[src/ref_select_defs.svh]
// constants for the reference-input select and status edge-rate block
// assumes inclusion by bare name from design files under src/
`ifndef REF_SELECT_DEFS_SVH
`define REF_SELECT_DEFS_SVH
// register indices, byte address is four times the index
`define IDX_EDGE_RATE 8'h31
`define IDX_INPUT_SEL 8'h32
`define ADDR_EDGE_RATE 12'hc4
`define ADDR_INPUT_SEL 12'hc8
// status output source register, neighbouring, offset chosen here
`define ADDR_AUX_SOURCE 12'hcc
// resolved-state readback register, offset chosen here
`define ADDR_LOOP_STATE 12'hd0
`define RST_EDGE_RATE 8'h00
`define RST_INPUT_SEL 8'h95
`define RST_AUX_SOURCE 8'h0a
`define EDGE_FAST 2'h0
`define EDGE_SLOW 2'h2
`define SRC_AUTO 2'h0
`define SRC_PIN 2'h1
`define SRC_PRI 2'h2
`define SRC_SEC 2'h3
`define AUX_SRC_NORMAL 2'h2
`define AUX_SRC_OFF 2'h3
`define RESP_OKAY 2'h0
`define RESP_SLVERR 2'h2
`endif

[src/ref_select_pkg.sv]
// types for the reference-input select and status edge-rate block
// assumes nothing beyond a SystemVerilog compiler
package ref_select_pkg;
   typedef enum logic [1:0] {
      buf_single, buf_diff, buf_xtal, buf_off
   } buf_mode_t;
   typedef enum logic [1:0] {pin_low, pin_mid, pin_high, pin_bad} pin_level_t;
   typedef struct packed {
      logic [7:0] edge_rate;
      logic [7:0] input_sel;
      logic [7:0] aux_source;
   } regs_t;
   typedef struct packed {
      buf_mode_t primary_buffer_mode;
      buf_mode_t secondary_buffer_mode;
      logic first_aux_slow;
      logic second_aux_slow;
      logic [1:0] first_aux_source;
      logic [1:0] second_aux_source;
      logic use_secondary;
      logic auto_mode;
   } cfg_out_t;
endpackage : ref_select_pkg

[src/ref_pin_decode.sv]
// three-level select pin decoder
// assumes the pad supplies two comparator levels, both asynchronous
`timescale 1ns/1ps
`include "ref_select_defs.svh"
module ref_pin_decode (
   input wire logic mclk, // 250 MHz clock
   input wire logic rstn, // sync reset, active low
   input wire logic ce, // clock enable
   input wire logic above_low, // pad level above low threshold
   input wire logic above_mid, // pad level above mid threshold
   output ref_select_pkg::pin_level_t level // synchronised level
);
   typedef struct packed {
      logic [1:0] s1;
      logic [1:0] s2;
      ref_select_pkg::pin_level_t lvl;
   } state_t;
   state_t q, d;
   always_comb begin
      d = q;
      d.s1 = {above_mid, above_low};
      d.s2 = q.s1;
      case (q.s2)
         2'h0: d.lvl = ref_select_pkg::pin_low;
         2'h1: d.lvl = ref_select_pkg::pin_mid;
         2'h3: d.lvl = ref_select_pkg::pin_high;
         // inconsistent comparators: keep the last good level
         default: d.lvl = q.lvl;
      endcase
   end
   always_ff @(posedge mclk) begin
      if (!rstn) begin
         q <= '{s1: 2'h0, s2: 2'h0, lvl: ref_select_pkg::pin_low};
      end else if (ce) begin
         q <= d;
      end
   end
   assign level = q.lvl;
endmodule : ref_pin_decode

[src/ref_input_select_cfg.sv]
// register block for reference selection and status output edge rate
// assumes an AXI4-Lite master on mclk; pad levels and usable flags are
// asynchronous and are synchronised here
// reserved input-select bits are stored as written and read back
//
// Notes on behaviour
// - second status output edge rate resets fast; 0 fast, 2 slow.
// - first status output edge rate resets fast; 0 fast, 2 slow.
// - secondary buffer: 0 single, 1 diff, 2 crystal, 3 off; resets crystal.
// - primary buffer: 0 single, 1 diff, 2 and 3 off; resets diff.
// - loop source: 0 auto, 1 pin, 2 primary, 3 secondary; resets to 1.
// - auto mode picks primary whenever it is usable.
// - the select pin counts only while the loop source is 1.
// - pin low is primary, mid is secondary, high is automatic.
// - each status pin has its own source selector; edge rate applies.
//
// Decided for this implementation: register access over AXI4-Lite.
`timescale 1ns/1ps
`include "ref_select_defs.svh"
module ref_input_select_cfg (
   input wire logic mclk, // 250 MHz clock
   input wire logic rstn, // sync reset, active low
   input wire logic ce, // clock enable, freezes state when low
   input wire logic [11:0] s_axi_awaddr, // write address
   input wire logic s_axi_awvalid, // write address valid
   output logic s_axi_awready, // write address ready
   input wire logic [31:0] s_axi_wdata, // write data
   input wire logic [3:0] s_axi_wstrb, // write strobes
   input wire logic s_axi_wvalid, // write data valid
   output logic s_axi_wready, // write data ready
   output logic [1:0] s_axi_bresp, // write response
   output logic s_axi_bvalid, // write response valid
   input wire logic s_axi_bready, // write response ready
   input wire logic [11:0] s_axi_araddr, // read address
   input wire logic s_axi_arvalid, // read address valid
   output logic s_axi_arready, // read address ready
   output logic [31:0] s_axi_rdata, // read data
   output logic [1:0] s_axi_rresp, // read response
   output logic s_axi_rvalid, // read valid
   input wire logic s_axi_rready, // read ready
   input wire logic pin_above_low, // select pin above low threshold
   input wire logic pin_above_mid, // select pin above mid threshold
   input wire logic primary_usable, // primary reference present, async
   output ref_select_pkg::cfg_out_t cfg // decoded settings, registered
);
   ////////////////////////////////////////////////////////////////////
   typedef struct packed {
      ref_select_pkg::regs_t regs;
      logic aw_have;
      logic [11:0] aw_addr;
      logic w_have;
      logic [31:0] w_data;
      logic [3:0] w_strb;
      logic bvalid;
      logic [1:0] bresp;
      logic rvalid;
      logic [31:0] rdata;
      logic [1:0] rresp;
      logic [1:0] pri_sync;
      ref_select_pkg::cfg_out_t out;
   } state_t;
   state_t q, d;
   ref_select_pkg::pin_level_t pin_level;
   // select pin levels pass three flops inside the decoder: two sync flops, then the level register
   ref_pin_decode u_pin (
      .mclk(mclk),
      .rstn(rstn),
      .ce(ce),
      .above_low(pin_above_low),
      .above_mid(pin_above_mid),
      .level(pin_level)
   );
   ////////////////////////////////////////////////////////////////////
   // only byte lane 0 carries register data; other lanes are ignored
   function automatic logic [7:0] merge(input logic [7:0] old,
                                        input logic [31:0] data,
                                        input logic [3:0] strb);
      merge = strb[0] ? data[7:0] : old;
   endfunction : merge
   logic [1:0] src;
   logic [1:0] pri_field;
   logic [1:0] sec_field;
   logic [7:0] state_word;
   logic [1:0] aux_slow;
   logic [1:0][1:0] aux_src;
   logic [31:0] rd_word;
   logic rd_err;
   ////////////////////////////////////////////////////////////////////
   // per status pin, pin 0 first
   // two pins share one decode; the loop keeps them alike
   for (genvar p = 0; p < 2; p++) begin : g_aux
      // reserved codes 1 and 3 fall back to fast edges
      assign aux_slow[p] = (q.regs.edge_rate[2*p +: 2] == `EDGE_SLOW);
      assign aux_src[p] = q.regs.aux_source[2*p +: 2];
   end
   ////////////////////////////////////////////////////////////////////
   // read mux; unmapped offsets answer zero with an error response
   always_comb begin
      rd_word = 32'h0;
      rd_err = 1'b0;
      case (s_axi_araddr)
         `ADDR_EDGE_RATE: rd_word = {24'h0, q.regs.edge_rate};
         `ADDR_INPUT_SEL: rd_word = {24'h0, q.regs.input_sel};
         `ADDR_AUX_SOURCE: rd_word = {24'h0, q.regs.aux_source};
         `ADDR_LOOP_STATE: rd_word = {24'h0, state_word};
         default: rd_err = 1'b1;
      endcase
   end
   ////////////////////////////////////////////////////////////////////
   always_comb begin
      d = q;
      src = q.regs.input_sel[1:0];
      pri_field = q.regs.input_sel[5:4];
      sec_field = q.regs.input_sel[7:6];
      // live status word; bit 0 is spare and reads zero
      state_word = {4'h0, q.out.auto_mode, q.out.use_secondary,
                    q.pri_sync[1], 1'b0};
      // capture address and data independently, either order
      if (s_axi_awvalid && s_axi_awready) begin
         d.aw_have = 1'b1;
         d.aw_addr = s_axi_awaddr;
      end
      if (s_axi_wvalid && s_axi_wready) begin
         d.w_have = 1'b1;
         d.w_data = s_axi_wdata;
         d.w_strb = s_axi_wstrb;
      end
      // one write at a time: readys stay low until the answer is taken
      if (q.aw_have && q.w_have && !q.bvalid) begin
         d.aw_have = 1'b0;
         d.w_have = 1'b0;
         d.bvalid = 1'b1;
         d.bresp = `RESP_OKAY;
         case (q.aw_addr)
            // edge rate reg, upper nibble reserved reads zero
            `ADDR_EDGE_RATE: d.regs.edge_rate =
               merge(q.regs.edge_rate, q.w_data, q.w_strb);
            `ADDR_INPUT_SEL: d.regs.input_sel =
               merge(q.regs.input_sel, q.w_data, q.w_strb);
            `ADDR_AUX_SOURCE: d.regs.aux_source =
               merge(q.regs.aux_source, q.w_data, q.w_strb);
            `ADDR_LOOP_STATE: d.bresp = `RESP_OKAY;
            default: d.bresp = `RESP_SLVERR;
         endcase
         // both narrow regs keep only their low nibble
         d.regs.edge_rate[7:4] = 4'h0;
         d.regs.aux_source[7:4] = 4'h0;
      end
      if (q.bvalid && s_axi_bready) begin
         d.bvalid = 1'b0;
      end
      if (s_axi_arvalid && s_axi_arready) begin
         d.rvalid = 1'b1;
         d.rdata = rd_word;
         d.rresp = rd_err ? `RESP_SLVERR : `RESP_OKAY;
      end
      if (q.rvalid && s_axi_rready) begin
         d.rvalid = 1'b0;
      end
      // only the second flop of the sync feeds selection logic
      d.pri_sync = {q.pri_sync[0], primary_usable};
      ////////////////////////////////////////////////////////////////
      // status output edge rates and sources, buffer modes, loop source
      d.out.first_aux_slow = aux_slow[0];
      d.out.second_aux_slow = aux_slow[1];
      d.out.first_aux_source = aux_src[0];
      d.out.second_aux_source = aux_src[1];
      d.out.secondary_buffer_mode = ref_select_pkg::buf_mode_t'(sec_field);
      // primary buffer decode, codes 2 and 3 both disable
      d.out.primary_buffer_mode = pri_field[1] ? ref_select_pkg::buf_off :
         ref_select_pkg::buf_mode_t'(pri_field);
      case (src)
         `SRC_AUTO: d.out.auto_mode = 1'b1;
         // pin consulted only in this code
         `SRC_PIN: d.out.auto_mode = (pin_level == ref_select_pkg::pin_high);
         default: d.out.auto_mode = 1'b0;
      endcase
      case (src)
         `SRC_SEC: d.out.use_secondary = 1'b1;
         `SRC_PRI: d.out.use_secondary = 1'b0;
         `SRC_PIN: begin
            // low primary, mid secondary, high automatic
            case (pin_level)
               ref_select_pkg::pin_mid: d.out.use_secondary = 1'b1;
               ref_select_pkg::pin_high: d.out.use_secondary = !q.pri_sync[1];
               // pin low, and pin_bad which the decoder never emits
               default: d.out.use_secondary = 1'b0;
            endcase
         end
         default: d.out.use_secondary = !q.pri_sync[1];
      endcase
   end
   ////////////////////////////////////////////////////////////////////
   always_ff @(posedge mclk) begin
      if (!rstn) begin
         q <= '0;
         q.regs.edge_rate <= `RST_EDGE_RATE;
         // source resets to pin mode, buffers diff and crystal
         q.regs.input_sel <= `RST_INPUT_SEL;
         q.regs.aux_source <= `RST_AUX_SOURCE;
         // cfg starts as the decode of the reset register values
         q.out.primary_buffer_mode <= ref_select_pkg::buf_diff;
         q.out.secondary_buffer_mode <= ref_select_pkg::buf_xtal;
         q.out.first_aux_source <= `AUX_SRC_NORMAL;
         q.out.second_aux_source <= `AUX_SRC_NORMAL;
      end else if (ce) begin
         q <= d;
      end
   end
   // readys fall with ce so nothing is taken while state is frozen
   assign s_axi_awready = !q.aw_have && !q.bvalid && ce;
   assign s_axi_wready = !q.w_have && !q.bvalid && ce;
   assign s_axi_arready = !q.rvalid && ce;
   assign s_axi_bvalid = q.bvalid;
   assign s_axi_bresp = q.bresp;
   assign s_axi_rvalid = q.rvalid;
   assign s_axi_rdata = q.rdata;
   assign s_axi_rresp = q.rresp;
   assign cfg = q.out;
endmodule : ref_input_select_cfg

[config.mk]
export PLATFORM = sky130hd
export DESIGN_NAME = ref_input_select_cfg
export DESIGN_NICKNAME = d
export VERILOG_FILES = /design/src/ref_select_pkg.sv /design/src/ref_pin_decode.sv /design/src/ref_input_select_cfg.sv
export VERILOG_INCLUDE_DIRS = /design/src /design/src/src
export SDC_FILE = /design/constraint.sdc
export NUM_CORES = 1
export LEC_CHECK = 0
export BUFFER_PORTS_ARGS = -buffer_cell sky130_fd_sc_hd__buf_2
export CAP_MARGIN = 40
export CORE_MARGIN = 1
export CORE_UTILIZATION = 52
export DETAILED_ROUTE_END_ITERATION = 16
export GPL_ROUTABILITY_DRIVEN = 0
export PLACE_DENSITY = 0.87
export RECOVER_POWER = 100
export SLEW_MARGIN = 20
export SYNTH_ARGS = -nofsm -noshare
export SYNTH_HDL_FRONTEND = slang
export SYNTH_SLANG_ARGS = --single-unit
[constraint.sdc]
create_clock -name mclk -period 3.97 [get_ports mclk]
set_clock_uncertainty 0.2 [all_clocks]
set_input_delay 0.1985 -clock mclk [delete_from_list [all_inputs] [get_ports mclk]]
set_output_delay 0.1985 -clock mclk [all_outputs]
set_load 0.01 [all_outputs]
# == Word-level counts from Yosys, hierarchy flattened ==
# Index checks and enable logic that the tools add are counted.
# totals
reg_bits,124
inputBits,71
out_inout_bits,53
elab_cells,96
# op_classes
n_eq_ne,17
mux,16
n_reduce_logical,38
# ops
op,n
== test 12 x 8 -> 1 bit (second input constant),8
two-way mux 37 bit,1
two-way mux 35 bit,1
one-hot mux 8 bit (4 select lines),1
AND reduction 2 bit,9
two-way mux 13 bit,1
== test 2 bit (second input constant),6
logical AND 1 bit,12
AND reduction 4 bit,3
nonzero test 2 bit,4
OR reduction 4 bit,2
== test 2 x 1 -> 1 bit (second input constant),3
two-way mux 2 bit,3
one-hot mux 2 bit (3 select lines),1
logical NOT 1 bit,5
logical NOT 2 bit,2
two-way mux 1 bit,4
one-hot mux 1 bit (2 select lines),2
two-way mux 3 bit,1
one-hot mux 1 bit (3 select lines),1
nonzero test 3 bit,1

# == Logic depth before layout (Yosys ltp) ==
# Gate-level depths: netlist of the first run.
# logic_depth
depth_word,6
ltp_mapped,6
mapped_depth_nobuf,6

# == By module ==
# A second synthesis of the first run with hierarchy kept.
# unflattened
hier_cells,382
area_unflattened_um2,3279.4
# modules_own_cells
mod,instances,cells_per_inst,area_each_um2,seq_area_each_um2
ref_input_select_cfg,1,358,3035.4,1301.2
ref_pin_decode,1,24,244.0,120.1

# == Least setup slack after synthesis of the first run ==
# OpenSTA, ideal clock, no wires.
# synth_path
path_kind,reg2reg
start,register q[97] in the netlist's numbering
end,register q[111] in the netlist's numbering
setup_time_ps,72
t_arrival_ps,1874
required_ps,3698
slack_ps,1824
stages_incl_launch_ff,6
n_path_buf,1
period_less_slack_ps,2146
cell_sequence,dfxtp_1 -> or4_4 -> or4_4 -> buf_2 -> nor2_2 -> mux2i_1
# synth_via
elab_chain_cells,2
# synth_rtl
item,line_no,source
from (decl),ref_input_select_cfg.sv:62,"state_t q, d;"
== test 12 x 8 -> 1 bit,ref_input_select_cfg.sv:134,case (q.aw_addr)
AND reduction 4 bit (no line),n/a,
# No other way between the ends.
# A chain may end at the register's enable or synchronous reset.

# == Worst setup path in the final report of the first run ==
# layout_path
start,register q[97] in the netlist's numbering
end,register q[121] in the netlist's numbering
# Same word-level chain as after synthesis.

==> results.md, run 1 <==
* Status: complete, but fails checks
* Failing checks: max-capacitance violations, max-slew violations
* Via count at 2675
* Final nets at 520
* Final Non-Filler Cells at 527
* Overflow after GRT at 0
* Seq cells post-synth at 71
* DR vias/cell at 5.08
* Combinational family with the most area after synthesis: simple AND/OR/NAND/NOR gates
* Hold_sp: s_axi_araddr[4]
* Critical Path RT at 4030 ps
* Die Wd at 80.7 um
* Power per cell area at 413 mW/mm^2
* CTS clk-pin slew, worst paths at 70 ps
* Starting DRC count in detailed routing at 107
* Initial Util at 0.541
* Seq pwr share at 0.473
* Mux contribution to synthesized area at 0.0793
* Sw Share at 0.221
* Final hold slack at 27.2 ps
* Clock buffer depth at 2
* Synthesized area per cell at 8.57 sq um
* Core area at 0.00596 sq mm
* Gr usage total at 0.208
* RSZ-0062 raised after global routing: no
* Clk Latency, worst-skew pair at 340 ps
* Crit Path Max Fanout at 11
* Slew Limit Fails at 29
* Root buf cell: clkbuf_8
* CTS hold repair buffers at 27
* FF-to-FF Start: q[97]
* Simple-Gate Fraction of Synth Area at 0.200
* Worst hold path type: input pin to register
* Avg WL per Cell at 12.5 um
* Vias in the first global route at 2410
* Clk sinks at 71
* Final setup fails at 0
* Ratio of cells with drive above 1 in the final layout at 0.146
* Most common cell in the netlist: nand2_1
* Setup tns final at 0 ps
* Ant. Diodes at 0
* Int Pwr at 1.22 mW
* Fmax at 0.337 GHz
* Die area at 0.00651 sq mm
* Yosys cell types at 39
* Syn Std Cell Area at 0.00322 sq mm
* Slew HR at -0.0121
* Count of final hold-check violations at 0
* Period utilisation layout at 0.747
* Final critical-path required period at 2960 ps
* Yosys top cell area share at 0.441
* Row count at 28
* Adder-Cell Fraction of Synth Area at 0.00777
* Synth Flop Type: dfxtp_1
* CTS Buf Count at 9
* Port Buffers at 70
* DRT Wirelength at 6.59 mm
* Slew @ Worst Pin at 1520 ps
* CP dominant cell by count: or4_1
* Global-route wire length before repair at 10.5 mm
* Post-CTS Resized at 0
* Post-DRT Antenna Nets at 0
* CP Data Arrival Time at 3020 ps
* Worst setup SP type: register
* Fillers at 527
* P&R area growth vs syn at 17.9%
* Worst vdd rail ir drop at 0.246 mV
* Detailed-route DRC error count at 0
* Ports at 124
* Hpwl dp at 4.53 mm
* Final Util at 0.638
* Initial antenna violation count at 0
* Yosys Warn Count at 0
* Synth Area in Compound Gates at 0.127
* Slowest cell on crit path: nor3b_1
* Pin count of the biggest net entering global routing at 47
* Post-CTS Setup Inserts at 0
* Crit-path cells: or4_1 > or4_1 > nor3b_1 > mux2i_1
* Post-synthesis xor/xnor area fraction at 0.00544
* Die height at 80.7 um
* Slowest stage delay, CP at 760 ps
* Area leader, netlist: dfxtp_1
* Drt pass-1 iters at 4
* Pre-CTS WS at 1600 ps
* NetSw at 346 uW
* CP startpoint: q[97]
* Synthesized instance count at 376
* Comb power frac at 0.087
* Max H-tree Level at 3
* CP endpoint kind: register
* Inst Count DP at 484
* Final WS setup at 1010 ps
* Max cap viols at 1
* Pleak at 1.50 nW
* EDFF count, synth at 0
* Setup CP Type: register to register
* Sequential fraction of the synthesis area at 0.441
* Clock network fraction of total power at 0.441
* Dominant cells by area after synthesis: dfxtp_1, buf_4, nand2_1
* CTS tree: done
* Most common library cells after synthesis: nand2_1, dfxtp_1, buf_4, a21oi_1, mux2i_1
* Ys async rst share at 0
==> power by group through the flow <==
stage               combinational [mW]  clock, mW  sequential (mW)
finish                           0.136      0.691            0.741
detailed placement               0.117          0            0.758
CTS                              0.138      0.706            0.741
floorplan                        0.101          0            0.754
global route                     0.153      0.738            0.743
global placement                 0.115          0            0.757
==> per-layer routing <==
metal | up-vias | track usage | routed length [um]
met3 | 10 | 0.0545 | 359
met2 | 80 | 0.353 | 3120
met4 | 0 | 0.0732 | 78
met1 | 1232 | 0.254 | 3030
met5 | - | 0 | 0
li1 | 1353 | - | -
==> cells in the final DEF, fill, tap and decap left out, drive strengths merged, types with 2 or more instances in the layout <==
cell type / count
a22o: 4
and2: 3
a22oi: 4
dfxtp: 71
mux2i: 21
nand2b: 2
a2bb2oi: 3
nand2: 75
conb: 26
nand3b: 5
a31oi: 4
clkinv: 2
ha: 2
mux2: 4
buf: 43
inv: 7
nor2: 17
bufinv: 3
clkbuf: 38
dlygate4sd3: 27
or4: 6
o21ai: 16
nor3: 11
nor3b: 3
nor2b: 4
nand3: 3
a21oi: 38
a211oi: 2
==> critical path, delay by kind of cell (launching register included) <==
kind | cells | cell delay [ps]
and+or+nand+nor | 3 | 2080
muxes | 1 | 300
DFF | 1 | 310
==> cell type report <==
class                      count  area (sq um)  share of cell area
tap                           75          93.8              0.0247
sequential                    71          1420               0.374
inverter                       7          26.3             0.00692
multi-input combinational    260          1420               0.374
clock inverter                 6           108              0.0283
timing repair buffer          98           591               0.155
clock buffer                  10           138              0.0362
==> state kept, by name, indices dropped and copies added, names as in the netlist <==
name	flops
aux_src	4
u_pin.level	2
s_axi_rdata	8
q	32
u_pin.q	2
pri_field	2
s_axi_bvalid	1
s_axi_rvalid	1
d	3
u_pin.d	2
cfg	12
s_axi_rresp	1
s_axi_bresp	1
==> worst paths after layout <==
kind	endpoint	slack [ps]	cells after the start
hold reg to reg	q[98]	250	2
hold / removal	s_axi_rdata[0]	30	3
setup / recovery	q[121]	1010	4
setup reg to reg	q[121]	1010	4
==> kinds of logic (layout without fill, tap and decap cells) <==
group                      after synthesis  count (layout)
buffers and inverters                   70             121
DFF                                     71              71
xor gates and xnor gates                 2               2
and+or+nand+nor                        133             133
other                                    1              26
muxes                                   25              25
adders and majority gates                2               2
AOI/OAI and AO/OA                       72              72
==> through the flow <==
stage                     total power, mW  instance area, sq um
final                                1.57                  3800
after global routing                 1.63                  3800
after CTS                            1.58                  3860
after detailed placement            0.875                  3350
after global placement              0.872                  3350
after floorplan                     0.855                  3310
(Power assumes the default switching activity.)
==> run 2, diff against run 1 <==
Settings changed: CORE_UTILIZATION 52 to 49, PLACE_DENSITY 0.87 to 0.83.
Clock period 3.97 ns to 3 ns, I/O delays scaled along.
==> results.md, run 2 (synthesized netlist as in run 1, its figures left out) <==
* Power per cell area at 529 mW/mm^2
* Initial Util at 0.507
* Hold Crit Depth at 3
* Root buf cell: clkbuf_8
* Int Pwr at 1.56 mW
* Final setup fails at 0
* Total power at 2.02 mW
* Fmax at 0.385 GHz
* Count of final hold-check violations at 0
* Pin count of the biggest net entering global routing at 47
* Critical Path RT at 3060 ps
* Max H-tree Level at 3
* CP endpoint kind: register
* Clk sinks at 71
* Slew @ Worst Pin at 1450 ps
* Seq pwr share at 0.485
* Die area at 0.00690 sq mm
* Overflow after GRT at 0
* Final hold slack at 4.48 ps
* CTS tree: done
* Core area at 0.00635 sq mm
* Die Wd at 83.1 um
* Setup tns final at 0 ps
* P&R area growth vs syn at 18.8%
* Hpwl dp at 4.62 mm
* Post-DRT Antenna Nets at 0
* CTS Buf Count at 9
* DR vias/cell at 5.00
* Drt pass-1 iters at 4
* Ratio of cells with drive above 1 in the final layout at 0.145
* Fillers at 575
* Reg2Reg Depth at 4
* Pleak at 1.50 nW
* Final Non-Filler Cells at 532
* Post-CTS Setup Inserts at 0
* Initial antenna violation count at 0
* Worst setup SP type: register
* Clock buffer depth at 2
* Most flops, register: q
* Commonest cells after routing, fill and taps aside: nand2_1, dfxtp_1, buf_2
* Inst Count DP at 487
* Status: finished, final reports clean
* Post-CTS Resized at 0
* Slew Limit Fails at 0
* Clk Latency, worst-skew pair at 350 ps
* Final critical-path required period at 2590 ps
* Period utilisation layout at 0.865
* Reg2reg setup slack at 410 ps
* Largest register FFs at 32
* Crit Path Max Fanout at 11
* RSZ-0062 raised after global routing: no
* CTS clk-pin slew, worst paths at 80 ps
* Ports at 124
* Starting DRC count in detailed routing at 111
* Via count at 2658
* Detailed-route DRC error count at 0
* Setup CP Type: register to register
* Final nets at 523
* Worst vdd rail ir drop at 0.316 mV
* Vias in the first global route at 2467
* Avg WL per Cell at 12.4 um
* Sw Share at 0.229
* Ant. Diodes at 0
* Clock network fraction of total power at 0.424
* Global-route wire length before repair at 11.1 mm
* Port Buffers at 70
* Slew HR at 0.0338
* Row count at 29
* Final Util at 0.602
* Commonest non-fill, non-tap cell in the layout: nand2_1
* CTS hold repair buffers at 29
* NetSw at 462 uW
* DRT Wirelength at 6.61 mm
* Die height at 83.1 um
* Worst hold path type: input pin to register
* Comb power frac at 0.091
* Gr usage total at 0.199
* Max cap viols at 0
* CP Data Arrival Time at 2660 ps
[run 2: changes by cell type in the layout (fill, tap and decap cells not counted), sizes merged]
cell	change
bufinv	-1
clkbuf	+2
clkinv	-1
clkinvlp	+1
dlygate4sd3	+2
[run 2: layer usage]
layer | part of all wire | vias to the layer above | GRT usage
met1 | 0.44 | 1226 | 0.242
met2 | 0.50 | 67 | 0.341
met4 | 0.011 | 0 | 0.0517
met5 | 0 | - | 0
li1 | - | 1356 | -
met3 | 0.047 | 9 | 0.0626
[run 2: path summary, 6_finish.rpt]
path	from	to
max	q[97]	q[120]
min	rstn	cfg[3]
max reg2reg	q[97]	q[120]
min reg2reg	q[89]	q[89]
[run 2: critical path, stage by stage, from the launching register on]
cell	delay, ps
dfxtp_1	310
or4_1	590
or4_1	750
nor3b_4	390
mux2i_1	270
[run 2: final cells by class]
type | count | area [sq um] | area share
clock buffer | 11 | 151 | 0.0396
timing repair buffer | 101 | 617 | 0.161
tap | 77 | 96.3 | 0.0252
clock inverter | 5 | 80.1 | 0.0209
sequential | 71 | 1420 | 0.372
inverter | 7 | 26.3 | 0.00687
multi-input combinational | 260 | 1430 | 0.375
[run 2: stage by stage]
step           instance area, sq um  setup WS [ps]
2_1_floorplan                  3310            854
3_3_place_gp                   3360            723
3_5_place_dp                   3360            676
4_1_cts                        3880            601
5_1_grt                        3820            264
6_report                       3820            406
[run 2: power by group through the flow]
stage | Clock, mW | Combinational, mW | Sequential [mW]
after detailed placement | 0 | 0.157 | 1.00
final | 0.857 | 0.183 | 0.982
after CTS | 0.874 | 0.186 | 0.981
after floorplan | 0 | 0.133 | 0.998
after global routing | 0.922 | 0.203 | 0.984
after global placement | 0 | 0.153 | 1.00
